## config.mk

```make
export PLATFORM = sky130hd
export DESIGN_NAME = fqt_responder
export DESIGN_NICKNAME = d
export VERILOG_FILES = /design/src/shared/fqt_pkg.sv /design/src/rtl/fqt_sync.sv /design/src/rtl/fqt_query_rom.sv /design/src/rtl/fqt_responder.sv
export SDC_FILE = /design/constraint.sdc
export NUM_CORES = 1
export LEC_CHECK = 0
export ABC_AREA = 1
export BUFFER_PORTS_ARGS = -buffer_cell sky130_fd_sc_hd__buf_2
export CAP_MARGIN = 10
export CORE_MARGIN = 2
export CORE_UTILIZATION = 54
export CTS_CLUSTER_DIAMETER = 80
export DETAILED_ROUTE_END_ITERATION = 10
export PLACE_DENSITY = 0.93
export SLEW_MARGIN = 20
export SYNTH_ARGS = -nofsm -noshare
export SYNTH_HDL_FRONTEND = slang
export SYNTH_SLANG_ARGS = --single-unit
```

## constraint.sdc

```tcl
create_clock -name clock -period 6.6 [get_ports clock]
set_input_delay 1.98 -clock clock [delete_from_list [all_inputs] [get_ports clock]]
set_output_delay 1.98 -clock clock [all_outputs]
set_load 0.02 [all_outputs]
```

## src/shared/fqt_pkg.sv

```systemverilog
// Purpose: Constants and types shared by the flash query responder
// Assumes: 16-bit flash bus, word addresses A21-A1 as addr[20:0]
// Notes: Command codes are chosen values, see parameters below
package fqt_pkg;
  localparam int ADDR_W = 21;
  localparam int DATA_W = 16;
  localparam int BLK_W = 5;
  localparam int BLOCKS = 32;
  localparam int BLK_LSB = 16;

  // Host command codes taken on the low data byte
  localparam logic [7:0] CMD_QUERY_ENTRY = 8'h98;
  localparam logic [7:0] CMD_READ_ARRAY = 8'hff;

  // Query offsets (word addresses)
  localparam logic [20:0] OFS_PTR_LO = 21'h00_0015;
  localparam logic [20:0] OFS_PTR_HI = 21'h00_0016;
  localparam logic [20:0] OFS_SIZE = 21'h00_0027;
  localparam logic [20:0] OFS_WBUF_LO = 21'h00_002a;
  localparam logic [20:0] OFS_WBUF_HI = 21'h00_002b;
  localparam logic [20:0] OFS_REGIONS = 21'h00_002c;
  localparam logic [20:0] OFS_NBLK_LO = 21'h00_002d;
  localparam logic [20:0] OFS_NBLK_HI = 21'h00_002e;
  localparam logic [20:0] OFS_BSZ_LO = 21'h00_002f;
  localparam logic [20:0] OFS_BSZ_HI = 21'h00_0030;
  localparam logic [15:0] OFS_BLK_STATUS = 16'h0002;

  // Query data bytes
  localparam logic [7:0] VAL_PTR = 8'h31;
  localparam logic [7:0] VAL_SIZE = 8'h16;
  localparam logic [7:0] VAL_WBUF = 8'h05;
  localparam logic [7:0] VAL_REGIONS = 8'h01;
  localparam logic [7:0] VAL_NBLK = 8'h1f;
  localparam logic [7:0] VAL_BSZ = 8'h02;
  localparam logic [7:0] VAL_SIG_P = 8'h50;
  localparam logic [7:0] VAL_SIG_R = 8'h52;
  localparam logic [7:0] VAL_SIG_I = 8'h49;
  localparam logic [7:0] VAL_FEAT_LO = 8'hce;
  localparam logic [7:0] VAL_FEAT_HI = 8'h01;
  localparam logic [7:0] VAL_SUSP = 8'h01;
  localparam logic [7:0] VAL_BSR_ACT = 8'h01;
  localparam logic [7:0] VAL_OTP_FIELDS = 8'h01;
  localparam logic [7:0] VAL_OTP_ADDR_LO = 8'h80;
  localparam logic [7:0] VAL_OTP_LOG2 = 8'h03;
  localparam logic [7:0] VAL_PAGE_LOG2 = 8'h03;
  localparam logic [7:0] VAL_SYNC_FIELDS = 8'h03;
  localparam logic [20:0] PRI_BASE = 21'h00_0031;

  // Reset values
  localparam logic [15:0] DQ_RESET = 16'h0000;
  localparam logic [7:0] CMD_RESET = 8'h00;

  typedef enum logic {FQT_MODE_ARRAY, FQT_MODE_QUERY} fqt_mode_t;

  typedef struct packed {
    logic ce_n;
    logic oe_n;
    logic we_n;
    logic [20:0] addr;
    logic [15:0] dq;
  } fqt_bus_t;
endpackage

```

## src/rtl/fqt_sync.sv

```systemverilog
// Purpose: Two-flop synchroniser for the flash bus pins
// Assumes: Pins are asynchronous to clock
// Notes: First stage feeds only the second stage
module fqt_sync #(
  parameter int W = 40,
  parameter logic [W-1:0] RST_VAL = '1
) (
  input wire logic clock,
  input wire logic rst,
  input wire logic [W-1:0] d,
  output logic [W-1:0] q
);
  logic [W-1:0] meta_r;

  always_ff @(posedge clock or posedge rst) begin
    if (rst) begin
      meta_r <= RST_VAL;
      q <= RST_VAL;
    end else begin
      meta_r <= d;
      q <= meta_r;
    end
  end
endmodule

```

## src/rtl/fqt_query_rom.sv

```systemverilog
// Purpose: Fixed query table lookup by word address
// Assumes: Address already synchronised
// Notes: Unlisted offsets give zero
module fqt_query_rom (
  input wire logic [20:0] addr,
  output logic [7:0] qbyte
);
  function automatic logic [7:0] lookup(input logic [20:0] a);
    logic [7:0] v;
    v = 8'h00;
    unique case (a)
      fqt_pkg::OFS_PTR_LO: v = fqt_pkg::VAL_PTR;
      fqt_pkg::OFS_SIZE: v = fqt_pkg::VAL_SIZE;
      fqt_pkg::OFS_WBUF_LO: v = fqt_pkg::VAL_WBUF;
      fqt_pkg::OFS_REGIONS: v = fqt_pkg::VAL_REGIONS;
      fqt_pkg::OFS_NBLK_LO: v = fqt_pkg::VAL_NBLK;
      fqt_pkg::OFS_BSZ_HI: v = fqt_pkg::VAL_BSZ;
      fqt_pkg::PRI_BASE: v = fqt_pkg::VAL_SIG_P;
      fqt_pkg::PRI_BASE + 21'h1: v = fqt_pkg::VAL_SIG_R;
      fqt_pkg::PRI_BASE + 21'h2: v = fqt_pkg::VAL_SIG_I;
      fqt_pkg::PRI_BASE + 21'h5: v = fqt_pkg::VAL_FEAT_LO;
      fqt_pkg::PRI_BASE + 21'h6: v = fqt_pkg::VAL_FEAT_HI;
      fqt_pkg::PRI_BASE + 21'h9: v = fqt_pkg::VAL_SUSP;
      fqt_pkg::PRI_BASE + 21'ha: v = fqt_pkg::VAL_BSR_ACT;
      fqt_pkg::PRI_BASE + 21'he: v = fqt_pkg::VAL_OTP_FIELDS;
      fqt_pkg::PRI_BASE + 21'hf: v = fqt_pkg::VAL_OTP_ADDR_LO;
      fqt_pkg::PRI_BASE + 21'h11: v = fqt_pkg::VAL_OTP_LOG2;
      fqt_pkg::PRI_BASE + 21'h12: v = fqt_pkg::VAL_OTP_LOG2;
      fqt_pkg::PRI_BASE + 21'h13: v = fqt_pkg::VAL_PAGE_LOG2;
      fqt_pkg::PRI_BASE + 21'h14: v = fqt_pkg::VAL_SYNC_FIELDS;
      // Listed zero words and unlisted offsets
      default: v = 8'h00;
    endcase
    return v;
  endfunction

  always_comb begin
    qbyte = lookup(addr);
  end
endmodule

```

## src/rtl/fqt_responder.sv

```systemverilog
// Purpose: Query-mode read responder of a 16-bit flash device
// Assumes: Host drives ce_n, oe_n, we_n, addr, dq asynchronously
// Notes: Array contents and protection state come from neighbouring logic
module fqt_responder (
  input wire logic clock,
  input wire logic rst,
  input wire logic ce_n,
  input wire logic oe_n,
  input wire logic we_n,
  input wire logic [20:0] addr,
  input wire logic [15:0] dq_i,
  output logic [15:0] dq_o,
  output logic dq_oe,
  input wire logic [31:0] block_protected,
  input wire logic [15:0] array_rdata,
  output logic [20:0] array_addr,
  output logic query_mode
);
  fqt_pkg::fqt_bus_t bus_raw;
  fqt_pkg::fqt_bus_t bus_s;
  fqt_pkg::fqt_mode_t mode_r;
  logic rd_act;
  logic we_act;
  logic we_prev_r;
  logic wr_end;
  logic [7:0] cmd_r;
  logic [7:0] rom_byte;
  logic [7:0] status_byte;
  logic [7:0] query_byte;
  logic blk_status_hit;
  logic [4:0] blk_sel;
  logic [15:0] dq_nxt;
  logic [15:0] dq_o_r;
  logic dq_oe_r;

  always_comb begin
    bus_raw.ce_n = ce_n;
    bus_raw.oe_n = oe_n;
    bus_raw.we_n = we_n;
    bus_raw.addr = addr;
    bus_raw.dq = dq_i;
  end

  // Idle bus after reset: strobes high
  fqt_sync #(
    .W($bits(fqt_pkg::fqt_bus_t)),
    .RST_VAL({$bits(fqt_pkg::fqt_bus_t){1'b1}})
  ) u_sync (
    .clock(clock),
    .rst(rst),
    .d(bus_raw),
    .q(bus_s)
  );

  fqt_query_rom u_rom (
    .addr(bus_s.addr),
    .qbyte(rom_byte)
  );

  assign rd_act = !bus_s.ce_n && !bus_s.oe_n && bus_s.we_n;
  assign we_act = !bus_s.ce_n && !bus_s.we_n;
  assign wr_end = we_prev_r && !we_act;

  // Command byte held from the last cycle of the write strobe
  always_ff @(posedge clock or posedge rst) begin
    if (rst) begin
      cmd_r <= fqt_pkg::CMD_RESET;
    end else if (we_act) begin
      cmd_r <= bus_s.dq[7:0];
    end
  end

  always_ff @(posedge clock or posedge rst) begin
    if (rst) begin
      we_prev_r <= 1'b0;
    end else begin
      we_prev_r <= we_act;
    end
  end

  // Mode switch at the end of each write; other codes are ignored here
  always_ff @(posedge clock or posedge rst) begin
    if (rst) begin
      mode_r <= fqt_pkg::FQT_MODE_ARRAY;
    end else if (wr_end) begin
      if (cmd_r == fqt_pkg::CMD_QUERY_ENTRY) begin
        mode_r <= fqt_pkg::FQT_MODE_QUERY;
      end else if (cmd_r == fqt_pkg::CMD_READ_ARRAY) begin
        mode_r <= fqt_pkg::FQT_MODE_ARRAY;
      end
    end
  end

  // Block status word at offset two of every block
  assign blk_sel = bus_s.addr[20:fqt_pkg::BLK_LSB];
  assign blk_status_hit = bus_s.addr[15:0] == fqt_pkg::OFS_BLK_STATUS;

  always_comb begin
    status_byte = 8'h00;
    status_byte[0] = block_protected[blk_sel];
  end

  assign query_byte = blk_status_hit ? status_byte : rom_byte;

  always_comb begin
    if (mode_r == fqt_pkg::FQT_MODE_QUERY) begin
      dq_nxt = {8'h00, query_byte};
    end else begin
      dq_nxt = array_rdata;
    end
  end

  // Data held between reads so a slow host sees a stable word
  always_ff @(posedge clock or posedge rst) begin
    if (rst) begin
      dq_o_r <= fqt_pkg::DQ_RESET;
    end else if (rd_act) begin
      dq_o_r <= dq_nxt;
    end
  end

  always_ff @(posedge clock or posedge rst) begin
    if (rst) begin
      dq_oe_r <= 1'b0;
    end else begin
      dq_oe_r <= rd_act;
    end
  end

  assign dq_o = dq_o_r;
  assign dq_oe = dq_oe_r;
  // Same address as the read, so the array word and the strobe line up
  assign array_addr = bus_s.addr;
  assign query_mode = mode_r == fqt_pkg::FQT_MODE_QUERY;

  // Checks on the read path and mode control
  logic q_rd;
  assign q_rd = rd_act && mode_r == fqt_pkg::FQT_MODE_QUERY;

  a_geom_size: assert property (
    @(posedge clock) disable iff (rst)
    q_rd && bus_s.addr == fqt_pkg::OFS_SIZE
    |=> dq_o == {8'h00, fqt_pkg::VAL_SIZE} && dq_oe
  ) else $error("memory size word wrong");

  a_wbuf_pair: assert property (
    @(posedge clock) disable iff (rst)
    q_rd && (bus_s.addr == fqt_pkg::OFS_WBUF_LO || bus_s.addr == fqt_pkg::OFS_WBUF_HI)
    |=> dq_o == ($past(bus_s.addr) == fqt_pkg::OFS_WBUF_LO ?
                 {8'h00, fqt_pkg::VAL_WBUF} : 16'h0000)
  ) else $error("write buffer size word wrong");

  a_region_count: assert property (
    @(posedge clock) disable iff (rst)
    q_rd && bus_s.addr == fqt_pkg::OFS_REGIONS
    |=> dq_o == {8'h00, fqt_pkg::VAL_REGIONS}
  ) else $error("erase region count wrong");

  a_block_count: assert property (
    @(posedge clock) disable iff (rst)
    q_rd && (bus_s.addr == fqt_pkg::OFS_NBLK_LO || bus_s.addr == fqt_pkg::OFS_NBLK_HI)
    |=> dq_o == ($past(bus_s.addr) == fqt_pkg::OFS_NBLK_LO ?
                 {8'h00, fqt_pkg::VAL_NBLK} : 16'h0000)
  ) else $error("erase block count wrong");

  a_block_size: assert property (
    @(posedge clock) disable iff (rst)
    q_rd && (bus_s.addr == fqt_pkg::OFS_BSZ_LO || bus_s.addr == fqt_pkg::OFS_BSZ_HI)
    |=> dq_o == ($past(bus_s.addr) == fqt_pkg::OFS_BSZ_HI ?
                 {8'h00, fqt_pkg::VAL_BSZ} : 16'h0000)
  ) else $error("erase block size wrong");

  a_blk_protect: assert property (
    @(posedge clock) disable iff (rst)
    q_rd && bus_s.addr[15:0] == fqt_pkg::OFS_BLK_STATUS
    |=> dq_o[0] == $past(block_protected[bus_s.addr[20:16]]) && dq_o[1] == 1'b0
  ) else $error("block protect bit wrong");

  a_blk_reserved: assert property (
    @(posedge clock) disable iff (rst)
    q_rd && blk_status_hit |=> dq_o[15:2] == 14'h0000
  ) else $error("block status reserved bits set");

  a_blk_select: assert property (
    @(posedge clock) disable iff (rst)
    q_rd && blk_status_hit && block_protected[blk_sel] |=> dq_o == 16'h0001
  ) else $error("block status not at base plus two");

  a_sig_string: assert property (
    @(posedge clock) disable iff (rst)
    q_rd && bus_s.addr == fqt_pkg::PRI_BASE + 21'h2 |=> dq_o[7:0] == fqt_pkg::VAL_SIG_I
  ) else $error("extended table signature wrong");

  a_sig_first: assert property (
    @(posedge clock) disable iff (rst)
    q_rd && bus_s.addr == fqt_pkg::PRI_BASE |=> dq_o == {8'h00, fqt_pkg::VAL_SIG_P}
  ) else $error("extended table first letter wrong");

  a_sig_second: assert property (
    @(posedge clock) disable iff (rst)
    q_rd && bus_s.addr == fqt_pkg::PRI_BASE + 21'h1 |=> dq_o == {8'h00, fqt_pkg::VAL_SIG_R}
  ) else $error("extended table second letter wrong");

  a_feat_low: assert property (
    @(posedge clock) disable iff (rst)
    q_rd && bus_s.addr == fqt_pkg::PRI_BASE + 21'h5 |=> dq_o == {8'h00, fqt_pkg::VAL_FEAT_LO}
  ) else $error("optional feature byte wrong");

  a_feat_high: assert property (
    @(posedge clock) disable iff (rst)
    q_rd && (bus_s.addr == fqt_pkg::PRI_BASE + 21'h6 || bus_s.addr == fqt_pkg::PRI_BASE + 21'h7)
    |=> dq_o == ($past(bus_s.addr) == fqt_pkg::PRI_BASE + 21'h6 ?
                 {8'h00, fqt_pkg::VAL_FEAT_HI} : 16'h0000)
  ) else $error("optional feature upper bytes wrong");

  a_susp_word: assert property (
    @(posedge clock) disable iff (rst)
    q_rd && bus_s.addr == fqt_pkg::PRI_BASE + 21'h9 |=> dq_o == {8'h00, fqt_pkg::VAL_SUSP}
  ) else $error("suspend function word wrong");

  a_bsr_active: assert property (
    @(posedge clock) disable iff (rst)
    q_rd && (bus_s.addr == fqt_pkg::PRI_BASE + 21'ha || bus_s.addr == fqt_pkg::PRI_BASE + 21'hb)
    |=> dq_o == ($past(bus_s.addr) == fqt_pkg::PRI_BASE + 21'ha ?
                 {8'h00, fqt_pkg::VAL_BSR_ACT} : 16'h0000)
  ) else $error("status register support words wrong");

  a_otp_addr: assert property (
    @(posedge clock) disable iff (rst)
    q_rd && bus_s.addr == fqt_pkg::PRI_BASE + 21'hf |=> dq_o[7:0] == fqt_pkg::VAL_OTP_ADDR_LO
  ) else $error("protection register address wrong");

  a_otp_fields: assert property (
    @(posedge clock) disable iff (rst)
    q_rd && bus_s.addr == fqt_pkg::PRI_BASE + 21'he |=> dq_o == {8'h00, fqt_pkg::VAL_OTP_FIELDS}
  ) else $error("protection register field count wrong");

  a_otp_addr_hi: assert property (
    @(posedge clock) disable iff (rst)
    q_rd && bus_s.addr == fqt_pkg::PRI_BASE + 21'h10 |=> dq_o == 16'h0000
  ) else $error("protection register address high byte wrong");

  a_otp_size: assert property (
    @(posedge clock) disable iff (rst)
    q_rd && (bus_s.addr == fqt_pkg::PRI_BASE + 21'h11 || bus_s.addr == fqt_pkg::PRI_BASE + 21'h12)
    |=> dq_o == {8'h00, fqt_pkg::VAL_OTP_LOG2}
  ) else $error("protection byte count wrong");

  a_page_sync: assert property (
    @(posedge clock) disable iff (rst)
    q_rd && bus_s.addr == fqt_pkg::PRI_BASE + 21'h13 |=> dq_o == {8'h00, fqt_pkg::VAL_PAGE_LOG2}
  ) else $error("page size word wrong");

  a_sync_fields: assert property (
    @(posedge clock) disable iff (rst)
    q_rd && bus_s.addr == fqt_pkg::PRI_BASE + 21'h14 |=> dq_o == {8'h00, fqt_pkg::VAL_SYNC_FIELDS}
  ) else $error("sync field count wrong");

  a_high_zero: assert property (
    @(posedge clock) disable iff (rst)
    q_rd |=> dq_oe && dq_o[15:8] == 8'h00
  ) else $error("query word drives upper byte");

  a_pointer: assert property (
    @(posedge clock) disable iff (rst)
    q_rd && bus_s.addr == fqt_pkg::OFS_PTR_LO |=> dq_o == {8'h00, fqt_pkg::VAL_PTR}
  ) else $error("table pointer wrong");

  a_ptr_full: assert property (
    @(posedge clock) disable iff (rst)
    q_rd && bus_s.addr == fqt_pkg::OFS_PTR_HI |=> dq_o == 16'h0000
  ) else $error("table pointer upper word wrong");

  a_query_entry: assert property (
    @(posedge clock) disable iff (rst)
    wr_end && cmd_r == fqt_pkg::CMD_QUERY_ENTRY |=> query_mode
  ) else $error("query entry not taken");

  a_mode_hold: assert property (
    @(posedge clock) disable iff (rst)
    !wr_end |=> $stable(mode_r)
  ) else $error("mode changed without a command");

  a_array_read: assert property (
    @(posedge clock) disable iff (rst)
    rd_act && !query_mode |=> dq_oe && dq_o == $past(array_rdata)
  ) else $error("array word not served outside query mode");

  a_array_exit: assert property (
    @(posedge clock) disable iff (rst)
    wr_end && cmd_r == fqt_pkg::CMD_READ_ARRAY |=> !query_mode
  ) else $error("read array did not leave query mode");

  a_unlisted_zero: assert property (
    @(posedge clock) disable iff (rst)
    q_rd && bus_s.addr > fqt_pkg::PRI_BASE + 21'h14 && !blk_status_hit |=> dq_o == 16'h0000
  ) else $error("unlisted query offset not zero");

  c_query_read: cover property (
    @(posedge clock) disable iff (rst)
    q_rd && bus_s.addr == fqt_pkg::OFS_SIZE ##1 dq_oe
  );

  c_blk_protected: cover property (
    @(posedge clock) disable iff (rst)
    q_rd && blk_status_hit && block_protected[blk_sel]
  );

  c_mode_entry: cover property (
    @(posedge clock) disable iff (rst)
    !query_mode ##1 query_mode
  );

  c_mode_exit: cover property (
    @(posedge clock) disable iff (rst)
    query_mode ##1 !query_mode
  );

  c_array_read: cover property (
    @(posedge clock) disable iff (rst)
    rd_act && !query_mode ##1 dq_oe
  );
endmodule

```

Yosys cells after proc, flatten, opt, wreduce, memory -nomap -nowiden
Cells that the tools add are included.
- word-level logic and storage cells: 49
- output and inout port bits: 39
- bits in registers: 107
- input port bits: 90
- reduce and logical (&&, ||, !) cells: 12
- eq/ne operators: 22
- multiplexer cells: 7
- $lt $le $gt $ge: 1
- operators by type and width (cell ; number):
    21-bit by 6-bit == test with 1-bit output (second input constant) ; 13
    21-bit by 7-bit == test with 1-bit output (second input constant) ; 5
    8-bit case mux with 12 select lines ; 1
    21-bit by 5-bit == test with 1-bit output (second input constant) ; 1
    16-bit by 2-bit == test with 1-bit output (second input constant) ; 1
    8-bit == test (second input constant) ; 2
    16-bit 2-to-1 mux ; 1
    8-bit 2-to-1 mux ; 1
    5-bit by 6-bit < comparator with 1-bit output (second input constant) ; 1
    1-bit binary-select mux with 5-bit select ; 1
    5-bit OR reduction ; 1
    1-bit logical AND ; 4
    1-bit zero test ; 4
    4-bit OR reduction ; 1
    1-bit 2-to-1 mux ; 3
    2-bit AND reduction ; 1
    2-bit nonzero test ; 1

Longest topological paths before layout
Gate-level depths: netlist of the first run.
- depth in word-level cells: 5
- depth in mapped cells: 13

Cells and area by module
From an unflattened synthesis of the first run, not the netlist that was laid out.
- cell total of the unflattened synthesis: 430
- area, all modules: 4305.4 µm²
- by module, submodules not included (module ; area an instance (µm²) ; instances ; cells an instance ; seq. area each (µm²)):
    fqt_sync ; 2105.8 ; 1 ; 81 ; 2102.0
    fqt_responder ; 1605.3 ; 1 ; 233 ; 675.6
    fqt_query_rom ; 594.3 ; 1 ; 116 ; 0.0

Least setup slack after synthesis of the first run
OpenSTA, ideal clock, no wires.
- path kind: register to output
- from: register u_sync.q[36]
- to: output array_addr[20]
- stages on the path, launching flop included: 2
- arrival: 733 ps
- data required time: 4620 ps
- setup slack: 3887 ps
- buffers on the path: 1
- cell sequence: dfstp_2 -> buf_4
- RTL lines (what ; RTL line ; source):
    start: declaration ; fqt_sync.sv:11 ; output logic [W-1:0] q
    start signal: assignment ; fqt_sync.sv:21 ; q <= meta_r;
    end: declaration ; fqt_responder.sv:16 ; output logic [20:0] array_addr,
No word-level cell between the ends.

Worst setup path after layout of the first run
- from: register u_sync.q[32]
- to: output array_addr[16]
No word-level cell between the ends.

==> key figures, run 1 <==
Worst setup path
  – Critical path data arrival time: ~1300 ps
  – CP Capture Type: primary output
  – CP max FO: 18
  – Cell Chain, Critical Path: buf_2
  – Slowest-stage cell, CP: dfstp_2
  – Worst Path Required: around 4600 ps
  – Crit start category: flop
  – Crit path max-delay family: flip-flops
  – WP buf/inv: 1
  – Setup CP Type: flop to primary output
  – Slowest Stage Delay on Critical Path: about 740 ps

Clock tree
  – Number of clock sinks: between 90 and 100
  – Resized Gates After CTS: 0
  – Hold buffer count at cts: 0
  – Clock tree root buffer cell: clkbuf_8
  – Clk Latency, worst-skew pair: 350 ps
  – H-tree depth: 3
  – TritonCTS clock tree: done
  – Clk slew on worst S/H paths: approximately 100 ps
  – CTS Buffer Depth: 2
  – Post-CTS setup buffer count: 0
  – Total CTS buffers: 9

Logic synthesis
  – Syn nets: about 480
  – Synth cell types: 29
  – Yosys warns: 0
  – Number of synthesized flops with an enable pin: 0
  – Synth Register Bits: 91
  – FFs w/ async S/R, synth: 100%
  – Mapped cell area: about 0.0038 mm2
  – Gate Count Post-Synth: roughly 400
  – Syn_area_per_cell: between 9 and 10 um2
  – Sequential fraction of the synthesis area: a little over 60%
  – Ys flop type: dfstp_2

Floorplanning
  – Initial Util: 55.9%
  – Die width: 87.9 um
  – Die Y: approximately 88 um
  – Row Count: 30
  – Die footprint: between 0.007 and 0.008 mm2
  – I/O pin count: 129
  – Core area: 0.00679 mm2

Global route
  – Gr usage total: between 10% and 20%
  – Grt total ovfl: 0
  – First-pass GRT wire length: about 12000 um
  – Number of global-route vias before repair: 2791
  – Initial antenna violation count: 0
  – Largest net degree at the start of global routing: 92

Run
  – Max-cap violation count: 0

Timing
  – Clk_skew: roughly 16 ps
  – Tcrit/Tclk final: ~50%
  – Worst slew pin tran: approximately 760 ps
  – Max-slew violation count: 0
  – Tmin final: between 3000 and 4000 ps
  – # setup viols final: 0
  – Setup TNS: 0 ps
  – F_max: between 0.3 and 0.4 GHz
  – RSZ-0062 raised after global routing: false
  – Hold Vio Cnt, Final: 0
  – Relative slew slack: between 40% and 50%
  – Setup ws final: 3300 ps

Routing
  – Final ANT Viol Nets: 0
  – Via count: between 2k and 3k
  – Top Metal Used: met4
  – Met2 WL: around 3800 um
  – Met3 wire len: 422 um
  – WL met1: approximately 3100 um
  – WL/cell: between 10 and 15 um
  – Drt initial violations: about 110
  – Pre-antenna DRT Iters: 4
  – Routed WL: about 7400 um
  – Vias per inst: between 4 and 5
  – Remaining DRCs: 0

Place
  – Dpl ws: roughly 3500 ps
  – HPWL after detailed placement: about 5500 um
  – Port Buffers: between 100 and 150
  – Final Wtd Congestion: 0.840

Final layout
  – Layout cells sized above 1: between 40% and 50%
  – Final core occ: between 60% and 70%
  – Area Growth Syn to Fin: 19.1%
  – Fin nets: 586
  – ANT cells: 0

Power and ir drop
  – Maximum vdd drop: about 0.19 mV
  – Static Leak: about 2.3 nW
  – Pwr/cell area: about 260 mW/mm2

Hold path
  – Hold WC Path Type: flop to flop

Run status
  – Status: complete, no violations
-- cell usage in the layout (no fill, tap or decap), drive strengths merged --
cell type	netlist	final
nor4	4	4
a21oi	16	16
bufinv	0	1
nand2	122	122
nor2	38	38
buf	26	121
o21ai	16	16
dfstp	64	64
or2	1	1
nor3	2	2
clkbuf	4	9
dfrtp	27	27
nand3	30	30
inv	31	34
and2	1	1
clkinv	3	6
o211ai	1	1
nand4	8	8
-- layer usage --
layer	vias to the layer above	global-route usage, %
met2	91	35.3
met3	9	5.28
met1	1303	23.1
met4	0	6.01
li1	1425	-
met5	-	0
-- power by group --
group	total [mW]	internal [mW]	leakage [nW]	switching, mW
Sequential	0.643	0.617	0.997	0.0267
Clock	0.393	0.186	0.109	0.207
Combinational	0.151	0.0559	1.16	0.0951
Total	1.19	0.858	2.27	0.329
-- flip-flops by register name, indices dropped and copies added, names as in the netlist --
register       flops
dq_oe              1
we_prev_r          1
dq_o              16
query_mode         1
u_sync.q          32
cmd_r              8
u_sync.meta_r     32
-- cell families (layout without fill, tap and decap cells) --
logic type,count (synthesis),count (layout),share of synthesized area [%]
simple gates,206,206,24.1
compound gates,33,33,4.51
buf+inv,64,171,9.35
flops,91,91,62.0
-- final timing paths --
path                                                  from                    end  slack [ps]  cells after the start
worst max-delay path                u_sync.q[32]$_DFF_PP1_         array_addr[16]        3300                      1
worst max register to register      u_sync.q[39]$_DFF_PP1_    dq_o[1]$_DFFE_PP0P_        4680                      5
min in group asynchronous                              rst   dq_o[10]$_DFFE_PP0P_        1850                      3
max in group asynchronous                              rst    dq_o[6]$_DFFE_PP0P_        4260                      3
worst min-delay path            u_sync.meta_r[3]$_DFF_PP1_  u_sync.q[3]$_DFF_PP1_         360                      0
worst min register to register  u_sync.meta_r[3]$_DFF_PP1_  u_sync.q[3]$_DFF_PP1_         360                      0
-- per-stage QoR --
stage | total power, mW | instance area (um2) | cells | hold slack [ps]
2_1_floorplan | 0.748 | 3800 | 394 | 345
3_3_place_gp | 0.795 | 4310 | 581 | 345
3_5_place_dp | 0.804 | 4310 | 581 | 347
4_1_cts | 1.20 | 4520 | 597 | 356
5_1_grt | 1.24 | 4530 | 597 | 356
6_report | 1.19 | 4530 | 597 | 357
-- synth_stat cells, types with 2 or more instances --
cell type | number | area [um2]
a21oi_1 | 15 | 75.1
buf_4 | 21 | 158
buf_6 | 4 | 45.0
clkbuf_1 | 4 | 15.0
clkinv_1 | 2 | 7.51
dfrtp_1 | 27 | 676
dfstp_2 | 64 | 1680
inv_1 | 27 | 101
inv_2 | 4 | 15.0
nand2_1 | 118 | 443
nand2_2 | 4 | 25.0
nand3_1 | 30 | 150
nand4_1 | 7 | 43.8
nor2_1 | 32 | 120
nor2_2 | 4 | 25.0
nor3_1 | 2 | 10.0
nor4_1 | 3 | 18.8
o21ai_0 | 14 | 70.1
o21ai_1 | 2 | 10.0
-- cell type report --
| cell class | count | area (um2) |
|---|---|---|
| multi-input cells | 239 | 1090 |
| clock inverters | 7 | 92.6 |
| well taps | 96 | 120 |
| repair buffers | 121 | 612 |
| inverters | 34 | 134 |
| fillers | 559 | 2270 |
| flip-flops and latches | 91 | 2360 |
| clock buffers | 9 | 124 |
(Power assumes the default switching activity.)
==> run 2, diff against run 1 <==
- ABC_AREA: 1 -> 0
- CORE_UTILIZATION: 54 -> 45
- PLACE_DENSITY: 0.93 -> 0.84
- clock period: 6.6 -> 2.7 ns (I/O delays scaled with it)
==> key figures, run 2 <==
Timing
  – F_max: about 0.47 GHz
  – Hold Vio Cnt, Final: 0 (unchanged)
  – RSZ-0062 raised after global routing: false (unchanged)
  – Relative slew slack: 46.1% (was 49.1%)
  – Setup TNS: 0 ps (unchanged)
  – Max-slew violation count: 0 (unchanged)
  – Worst slew pin tran: 805 ps (was 763 ps)
  – Tcrit/Tclk final: between 70% and 80%
  – Tmin final: about 2100 ps
  – # setup viols final: 0 (unchanged)
  – Clk_skew: 10.5 ps (was 15.7 ps)

Logic synthesis
  – Yosys warns: 0 (unchanged)
  – Sequential fraction of the synthesis area: 64.9% (was 62.0%)
  – Area fraction of the dominant cell type after synthesis: 46.3% (was 44.3%)
  – Synth cell types: 47 (was 29)
  – Syn nets: 366 (was 484)
  – Most numerous cell in the Yosys netlist: dfstp_2 (was nand2_1)
  – Gate Count Post-Synth: 276 (was 394)
  – Synth area leaders: dfstp_2 (46%), dfrtp_1 (19%), mux4_2 (5.0%), buf_4 (4.3%), mux2_2 (2.8%) (was dfstp_2 (44%), dfrtp_1 (18%), nand2_1 (12%), buf_4 (4.1%), nand3_1 (4.0%))
  – Syn_area_per_cell: 13.2 um2 (was 9.64 um2)
  – Synth Register Bits: 91 (unchanged)
  – Number of synthesized flops with an enable pin: 0 (unchanged)
  – Ys flop type: dfstp_2 (unchanged)
  – Top post-synthesis cells by count: dfstp_2 (64), dfrtp_1 (27), nand2_1 (23) (was nand2_1 (118), dfstp_2 (64), nor2_1 (32))
  – FFs w/ async S/R, synth: 100% (unchanged)
  – Mapped cell area: 0.00363 mm2 (was 0.00380 mm2)
  – Synth area leader: dfstp_2 (unchanged)

Routing
  – Final ANT Viol Nets: 0 (unchanged)
  – WL/cell: 14.7 um (was 12.4 um)
  – Routed WL: 7100 um (was 7430 um)
  – Pre-antenna DRT Iters: 4 (unchanged)
  – Drt initial violations: 60 (was 107)
  – Vias per inst: 5.11 (was 4.74)
  – Remaining DRCs: 0 (unchanged)
  – Via count: 2466 (was 2828)

Floorplanning
  – Die footprint: 0.00881 mm2 (was 0.00772 mm2)
  – Initial Util: 46.8% (was 55.9%)
  – I/O pin count: 129 (unchanged)
  – Core area: 0.00777 mm2 (was 0.00679 mm2)
  – Die width: 93.9 um (was 87.9 um)
  – Die Y: 93.9 um (was 87.9 um)
  – Row Count: 32 (was 30)

Clock tree
  – Clk Latency, worst-skew pair: 360 ps (was 350 ps)
  – Clk slew on worst S/H paths: 90 ps (was 100 ps)
  – Post-CTS setup buffer count: 0 (unchanged)
  – CTS Buffer Depth: 2 (unchanged)
  – H-tree depth: 3 (unchanged)
  – Total CTS buffers: 9 (unchanged)
  – Number of clock sinks: 91 (unchanged)
  – Resized Gates After CTS: 0 (unchanged)
  – Clock tree root buffer cell: clkbuf_8 (unchanged)
  – Hold buffer count at cts: 0 (unchanged)
  – TritonCTS clock tree: done (unchanged)

Final layout
  – Layout cells sized above 1: 58.8% (was 44.1%)
  – Final core occ: 56.3% (was 66.6%)
  – Area Growth Syn to Fin: 20.4% (was 19.1%)
  – Fin nets: 466 (was 586)
  – ANT cells: 0 (unchanged)
  – Most common cell after layout, fill and taps aside: buf_2 (unchanged)
  – Most frequent cells in the layout: buf_2 (120), dfstp_2 (64), dfrtp_1 (27), nand2_1 (23), nor2_1 (16) (was buf_2 (120), nand2_1 (118), dfstp_2 (64), nor2_1 (32), nand3_1 (30))

Run status
  – Status: complete, no violations (unchanged)

Place
  – HPWL after detailed placement: 5290 um (was 5460 um)
  – Final Wtd Congestion: 0.838 (was 0.840)
  – Port Buffers: 120 (unchanged)

Worst setup path
  – Setup CP Type: flop to flop (was flop to primary output)
  – Worst Path Required: 2920 ps (was 4620 ps)
  – Cell Chain, Critical Path: mux4_2, mux2_2, or3_1, nand4_1, a21oi_1 (was buf_2)
  – CP max FO: 10 (was 18)
  – Slowest Stage Delay on Critical Path: 720 ps (was 740 ps)
  – Crit start category: flop (unchanged)
  – CP Capture Type: flop (was primary output)
  – Critical path data arrival time: 2370 ps (was 1320 ps)
  – Slowest-stage cell, CP: dfstp_2 (unchanged)

Global route
  – Largest net degree at the start of global routing: 53 (was 92)
  – Grt total ovfl: 0 (unchanged)
  – First-pass GRT wire length: 11500 um (was 11800 um)
  – Initial antenna violation count: 0 (unchanged)
  – Number of global-route vias before repair: 2528 (was 2791)
  – Gr usage total: 17.1% (was 19.7%)

Power and ir drop
  – Pwr/cell area: 616 mW/mm2 (was 262 mW/mm2)
  – Static Leak: 1.91 nW (was 2.27 nW)
  – Maximum vdd drop: 0.367 mV (was 0.188 mV)

Run
  – Max-cap violation count: 0 (unchanged)

Hold path
  – Hold WC Path Type: flop to flop (unchanged)
## run 2: cell types whose count changed in the layout (fill, tap and decap cells not counted), moves of 4 or more
cell	before	now
inv_2	4	0
nor2_2	4	0
nor2_1	32	16
inv_1	26	3
a221oi_1	0	4
nand3_1	30	3
o21ai_0	14	10
nand2_2	4	0
nand2_1	118	23
nor3_1	2	6
mux4_2	0	8
mux2_2	0	9
a21oi_1	15	9
## run 2: cell type report
type | instances | area (um2)
fill | 668 | 3390
sequential | 91 | 2360
multi-input combinational | 145 | 1050
timing repair buffer | 123 | 623
tap | 102 | 128
clock buffer | 9 | 124
clock inverter | 7 | 71.3
inverter | 6 | 26.3
## run 2: final timing paths
path | from | to | slack, ps | cells after the start
max | u_sync.q[32]$_DFF_PP1_ | dq_o[0]$_DFFE_PP0P_ | 550 | 5
max in group asynchronous | rst | dq_o[5]$_DFFE_PP0P_ | 1640 | 3
min in group asynchronous | rst | dq_o[7]$_DFFE_PP0P_ | 590 | 3
max reg2reg | u_sync.q[32]$_DFF_PP1_ | dq_o[0]$_DFFE_PP0P_ | 550 | 5
min | u_sync.meta_r[36]$_DFF_PP1_ | u_sync.q[36]$_DFF_PP1_ | 360 | 0
min reg2reg | u_sync.meta_r[36]$_DFF_PP1_ | u_sync.q[36]$_DFF_PP1_ | 360 | 0
## run 2: per-layer routing
layer / global-route usage, % / part of all wire (%)
met4: 6.64 / 1.7
met3: 5.06 / 7.7
met2: 28.0 / 48
met1: 21.3 / 43
met5: 0 / 0
## run 2: cells by family (layout without fill, tap and decap cells)
kind of cell	Yosys count	in the layout	synth area share, %
flops	91	91	64.9
simple gates	83	83	12.6
compound gates	40	40	7.19
buf+inv	40	145	6.33
mux	20	20	8.57
xor+xnor	2	2	0.482
## run 2: critical path, delay by kind of cell (launching register included)
kind	cells	cell delay [ps]
mux	2	800
flops	1	720
simple gates	2	420
compound gates	1	80
## run 2: metrics by stage
step                      worst slack (ps)  hold slack, ps  total power, mW  instances  instance area [um2]
after floorplan                        613             345             1.75        276                 3640
after global placement                 443             345             1.84        467                 4180
after detailed placement               432             347             1.86        467                 4180
after CTS                              539             352             2.74        483                 4380
after global routing                   427             351             2.82        483                 4380
final                                  555             356             2.70        483                 4380
## run 2: report_power, final
group | internal (mW) | switching, mW | total (mW)
sequential | 1.49 | 0.0642 | 1.55
clock | 0.356 | 0.511 | 0.867
combinational | 0.132 | 0.144 | 0.277
==> run 3, diff against run 2 <==
- ABC_AREA: 0 -> 1
- CORE_UTILIZATION: 45 -> 50
- PLACE_DENSITY: 0.84 -> 0.88
- clock period: 2.7 -> 2.13 ns (I/O delays scaled with it)
==> key figures, run 3 (same netlist as run 1, synthesis figures left out) <==
Run status
  – Status: complete, no violations (unchanged)

Routing
  – WL/cell: 12.2 um (was 14.7 um)
  – Routed WL: 7350 um (was 7100 um)
  – Remaining DRCs: 0 (unchanged)
  – Pre-antenna DRT Iters: 4 (unchanged)
  – Drt initial violations: 116 (was 60)
  – Vias per inst: 4.72 (was 5.11)
  – Final ANT Viol Nets: 0 (unchanged)
  – Via count: 2841 (was 2466)

Global route
  – Grt peak-use layer: met2 (unchanged)
  – First-pass GRT wire length: 11800 um (was 11500 um)
  – Grt total ovfl: 0 (unchanged)
  – Gr usage total: 18.0% (was 17.1%)
  – Largest net degree at the start of global routing: 92 (was 53)
  – Number of global-route vias before repair: 2678 (was 2528)
  – Initial antenna violation count: 0 (unchanged)
  – GR Layer Usage met2: 30.4% (was 28.0%)
  – Met3 Track Usage GR: 5.89% (was 5.06%)
  – M1 GR Usage: 21.8% (was 21.3%)

Clock tree
  – Clk slew on worst S/H paths: 90 ps (about the same)
  – Number of clock sinks: 91 (unchanged)
  – Resized Gates After CTS: 0 (unchanged)
  – H-tree depth: 3 (unchanged)
  – TritonCTS clock tree: done (unchanged)
  – CTS Buffer Depth: 2 (unchanged)
  – Clk Latency, worst-skew pair: 360 ps (about the same)
  – Total CTS buffers: 9 (unchanged)
  – Hold buffer count at cts: 0 (unchanged)
  – Clock tree root buffer cell: clkbuf_8 (unchanged)
  – Post-CTS setup buffer count: 0 (unchanged)

Final layout
  – Layout cells sized above 1: 44.3% (was 58.8%)
  – Area Growth Syn to Fin: 19.4% (was 20.4%)
  – Most common cell after layout, fill and taps aside: buf_2 (unchanged)
  – Reg area: 0.00236 mm2 (unchanged)
  – Filler instances: 619 (was 668)
  – Area of the multi-input gates: 0.00109 mm2 (was 0.00105 mm2)
  – Most frequent cells in the layout: buf_2 (120), nand2_1 (118), dfstp_2 (64), nor2_1 (32), nand3_1 (30) (was buf_2 (120), dfstp_2 (64), dfrtp_1 (27), nand2_1 (23), nor2_1 (16))
  – Fin nets: 588 (was 466)
  – Final core occ: 62.2% (was 56.3%)
  – Final std cells w/o fill: 602 (was 483)
  – ANT cells: 0 (unchanged)

Power and ir drop
  – Static Leak: 2.26 nW (was 1.91 nW)
  – Pwr/cell area: 788 mW/mm2 (was 616 mW/mm2)
  – Overall Power: 3.57 mW (was 2.70 mW)
  – Maximum vdd drop: 0.740 mV (was 0.367 mV)

Floorplanning
  – I/O pin count: 129 (unchanged)
  – Row Count: 31 (was 32)
  – Die footprint: 0.00831 mm2 (was 0.00881 mm2)
  – Initial Util: 52.1% (was 46.8%)
  – Die width: 91.2 um (was 93.9 um)
  – Core area: 0.00729 mm2 (was 0.00777 mm2)
  – Die Y: 91.2 um (was 93.9 um)

Place
  – Placed Cells: 586 (was 467)
  – Port Buffers: 120 (unchanged)
  – HPWL after detailed placement: 5460 um (was 5290 um)
  – Final Wtd Congestion: 0.821 (was 0.838)

Worst setup path
  – Setup crit start: u_sync.q[32]$_DFF_PP1_ (unchanged)
  – Crit start category: flop (unchanged)
  – Critical R2R Capture: dq_o[0]$_DFFE_PP0P_ (unchanged)
  – CP Depth: 1 (was 5)
  – CP max FO: 18 (was 10)
  – Crit path max-delay family: flip-flops (was multiplexers)
  – Cell Chain, Critical Path: buf_2 (was mux4_2, mux2_2, or3_1, nand4_1, a21oi_1)
  – Worst Setup EP: array_addr[16] (was dq_o[0]$_DFFE_PP0P_)
  – Slowest-stage cell, CP: dfstp_2 (unchanged)
  – Worst Path Required: 1490 ps (was 2920 ps)
  – Setup CP Type: flop to primary output (was flop to flop)
  – R2r setup slk: 320 ps (was 550 ps)
  – Cells on worst reg2reg path: 11 (was 5)
  – Slowest Stage Delay on Critical Path: 750 ps (was 720 ps)
  – Critical path data arrival time: 1330 ps (was 2370 ps)
  – CP Capture Type: primary output (was flop)
  – Reg-to-reg startpoint: u_sync.q[32]$_DFF_PP1_ (unchanged)
  – WP buf/inv: 1 (was 0)

Timing
  – Hold Vio Cnt, Final: 0 (unchanged)
  – Final hold slack: 359 ps (was 356 ps)
  – # setup viols final: 0 (unchanged)
  – Clk_skew: 10.6 ps (was 10.5 ps)
  – Setup TNS: 0 ps (unchanged)
  – Tcrit/Tclk final: just over 90%
  – Worst slew pin tran: 741 ps (was 805 ps)
  – Relative slew slack: 50.4% (was 46.1%)
  – F_max: between 0.5 and 0.6 GHz
  – Tmin final: slightly below 2000 ps
  – Max-slew violation count: 0 (unchanged)
  – RSZ-0062 raised after global routing: false (unchanged)

Hold path
  – Hold WC Path Type: flop to flop (unchanged)

Run
  – Max-cap violation count: 0 (unchanged)
## run 3: power by group
group / leakage (nW) / switching [mW] / internal, mW
clock: 0.0926 / 0.655 / 0.456
combinational: 1.17 / 0.292 / 0.178
sequential: 0.997 / 0.0819 / 1.91
## run 3: per-stage QoR
step | worst slack (ps) | instance area, um2
6_report | 161 | 4540
5_1_grt | 95.5 | 4540
4_1_cts | 143 | 4540
3_5_place_dp | 316 | 4340
3_3_place_gp | 376 | 4340
2_1_floorplan | 480 | 3800
## run 3: how the worst min path moves through the flow
stage,startpoint,to,slack [ps],cells past startpoint
final,u_sync.meta_r[7]$_DFF_PP1_,u_sync.q[7]$_DFF_PP1_,360,0
after global routing,dq_i[6],u_sync.meta_r[6]$_DFF_PP1_,340,1
after detailed placement,u_sync.meta_r[6]$_DFF_PP1_,u_sync.q[6]$_DFF_PP1_,350,0
after global placement,u_sync.meta_r[4]$_DFF_PP1_,u_sync.q[4]$_DFF_PP1_,350,0
after floorplan,u_sync.meta_r[0]$_DFF_PP1_,u_sync.q[0]$_DFF_PP1_,350,0
after CTS,ce_n,u_sync.meta_r[39]$_DFF_PP1_,350,1
## run 3: layout make-up
| class | instances | share of cell area (%) |
|---|---|---|
| multi-input cells | 239 | 24.0 |
| repair buffers | 123 | 14.0 |
| well taps | 99 | 2.73 |
| clock buffers | 9 | 2.73 |
| clock inverters | 7 | 1.57 |
| flip-flops and latches | 91 | 52.0 |
| inverters | 34 | 3.01 |
## run 3: routing by layer
layer / routed length, um / share of wire, % / vias to the layer above
met5: 0 / 0 / -
met4: 103 / 1.4 / 0
met3: 553 / 7.5 / 12
met2: 3660 / 50 / 108
met1: 3030 / 41 / 1286
li1: - / - / 1435
## run 3: worst register-to-register path: cells and delay by family (launching register included)
family                 cells  cell delay (ps)
AND/OR/NAND/NOR           10              750
buffers and inverters      1              210
flip-flops                 1              750
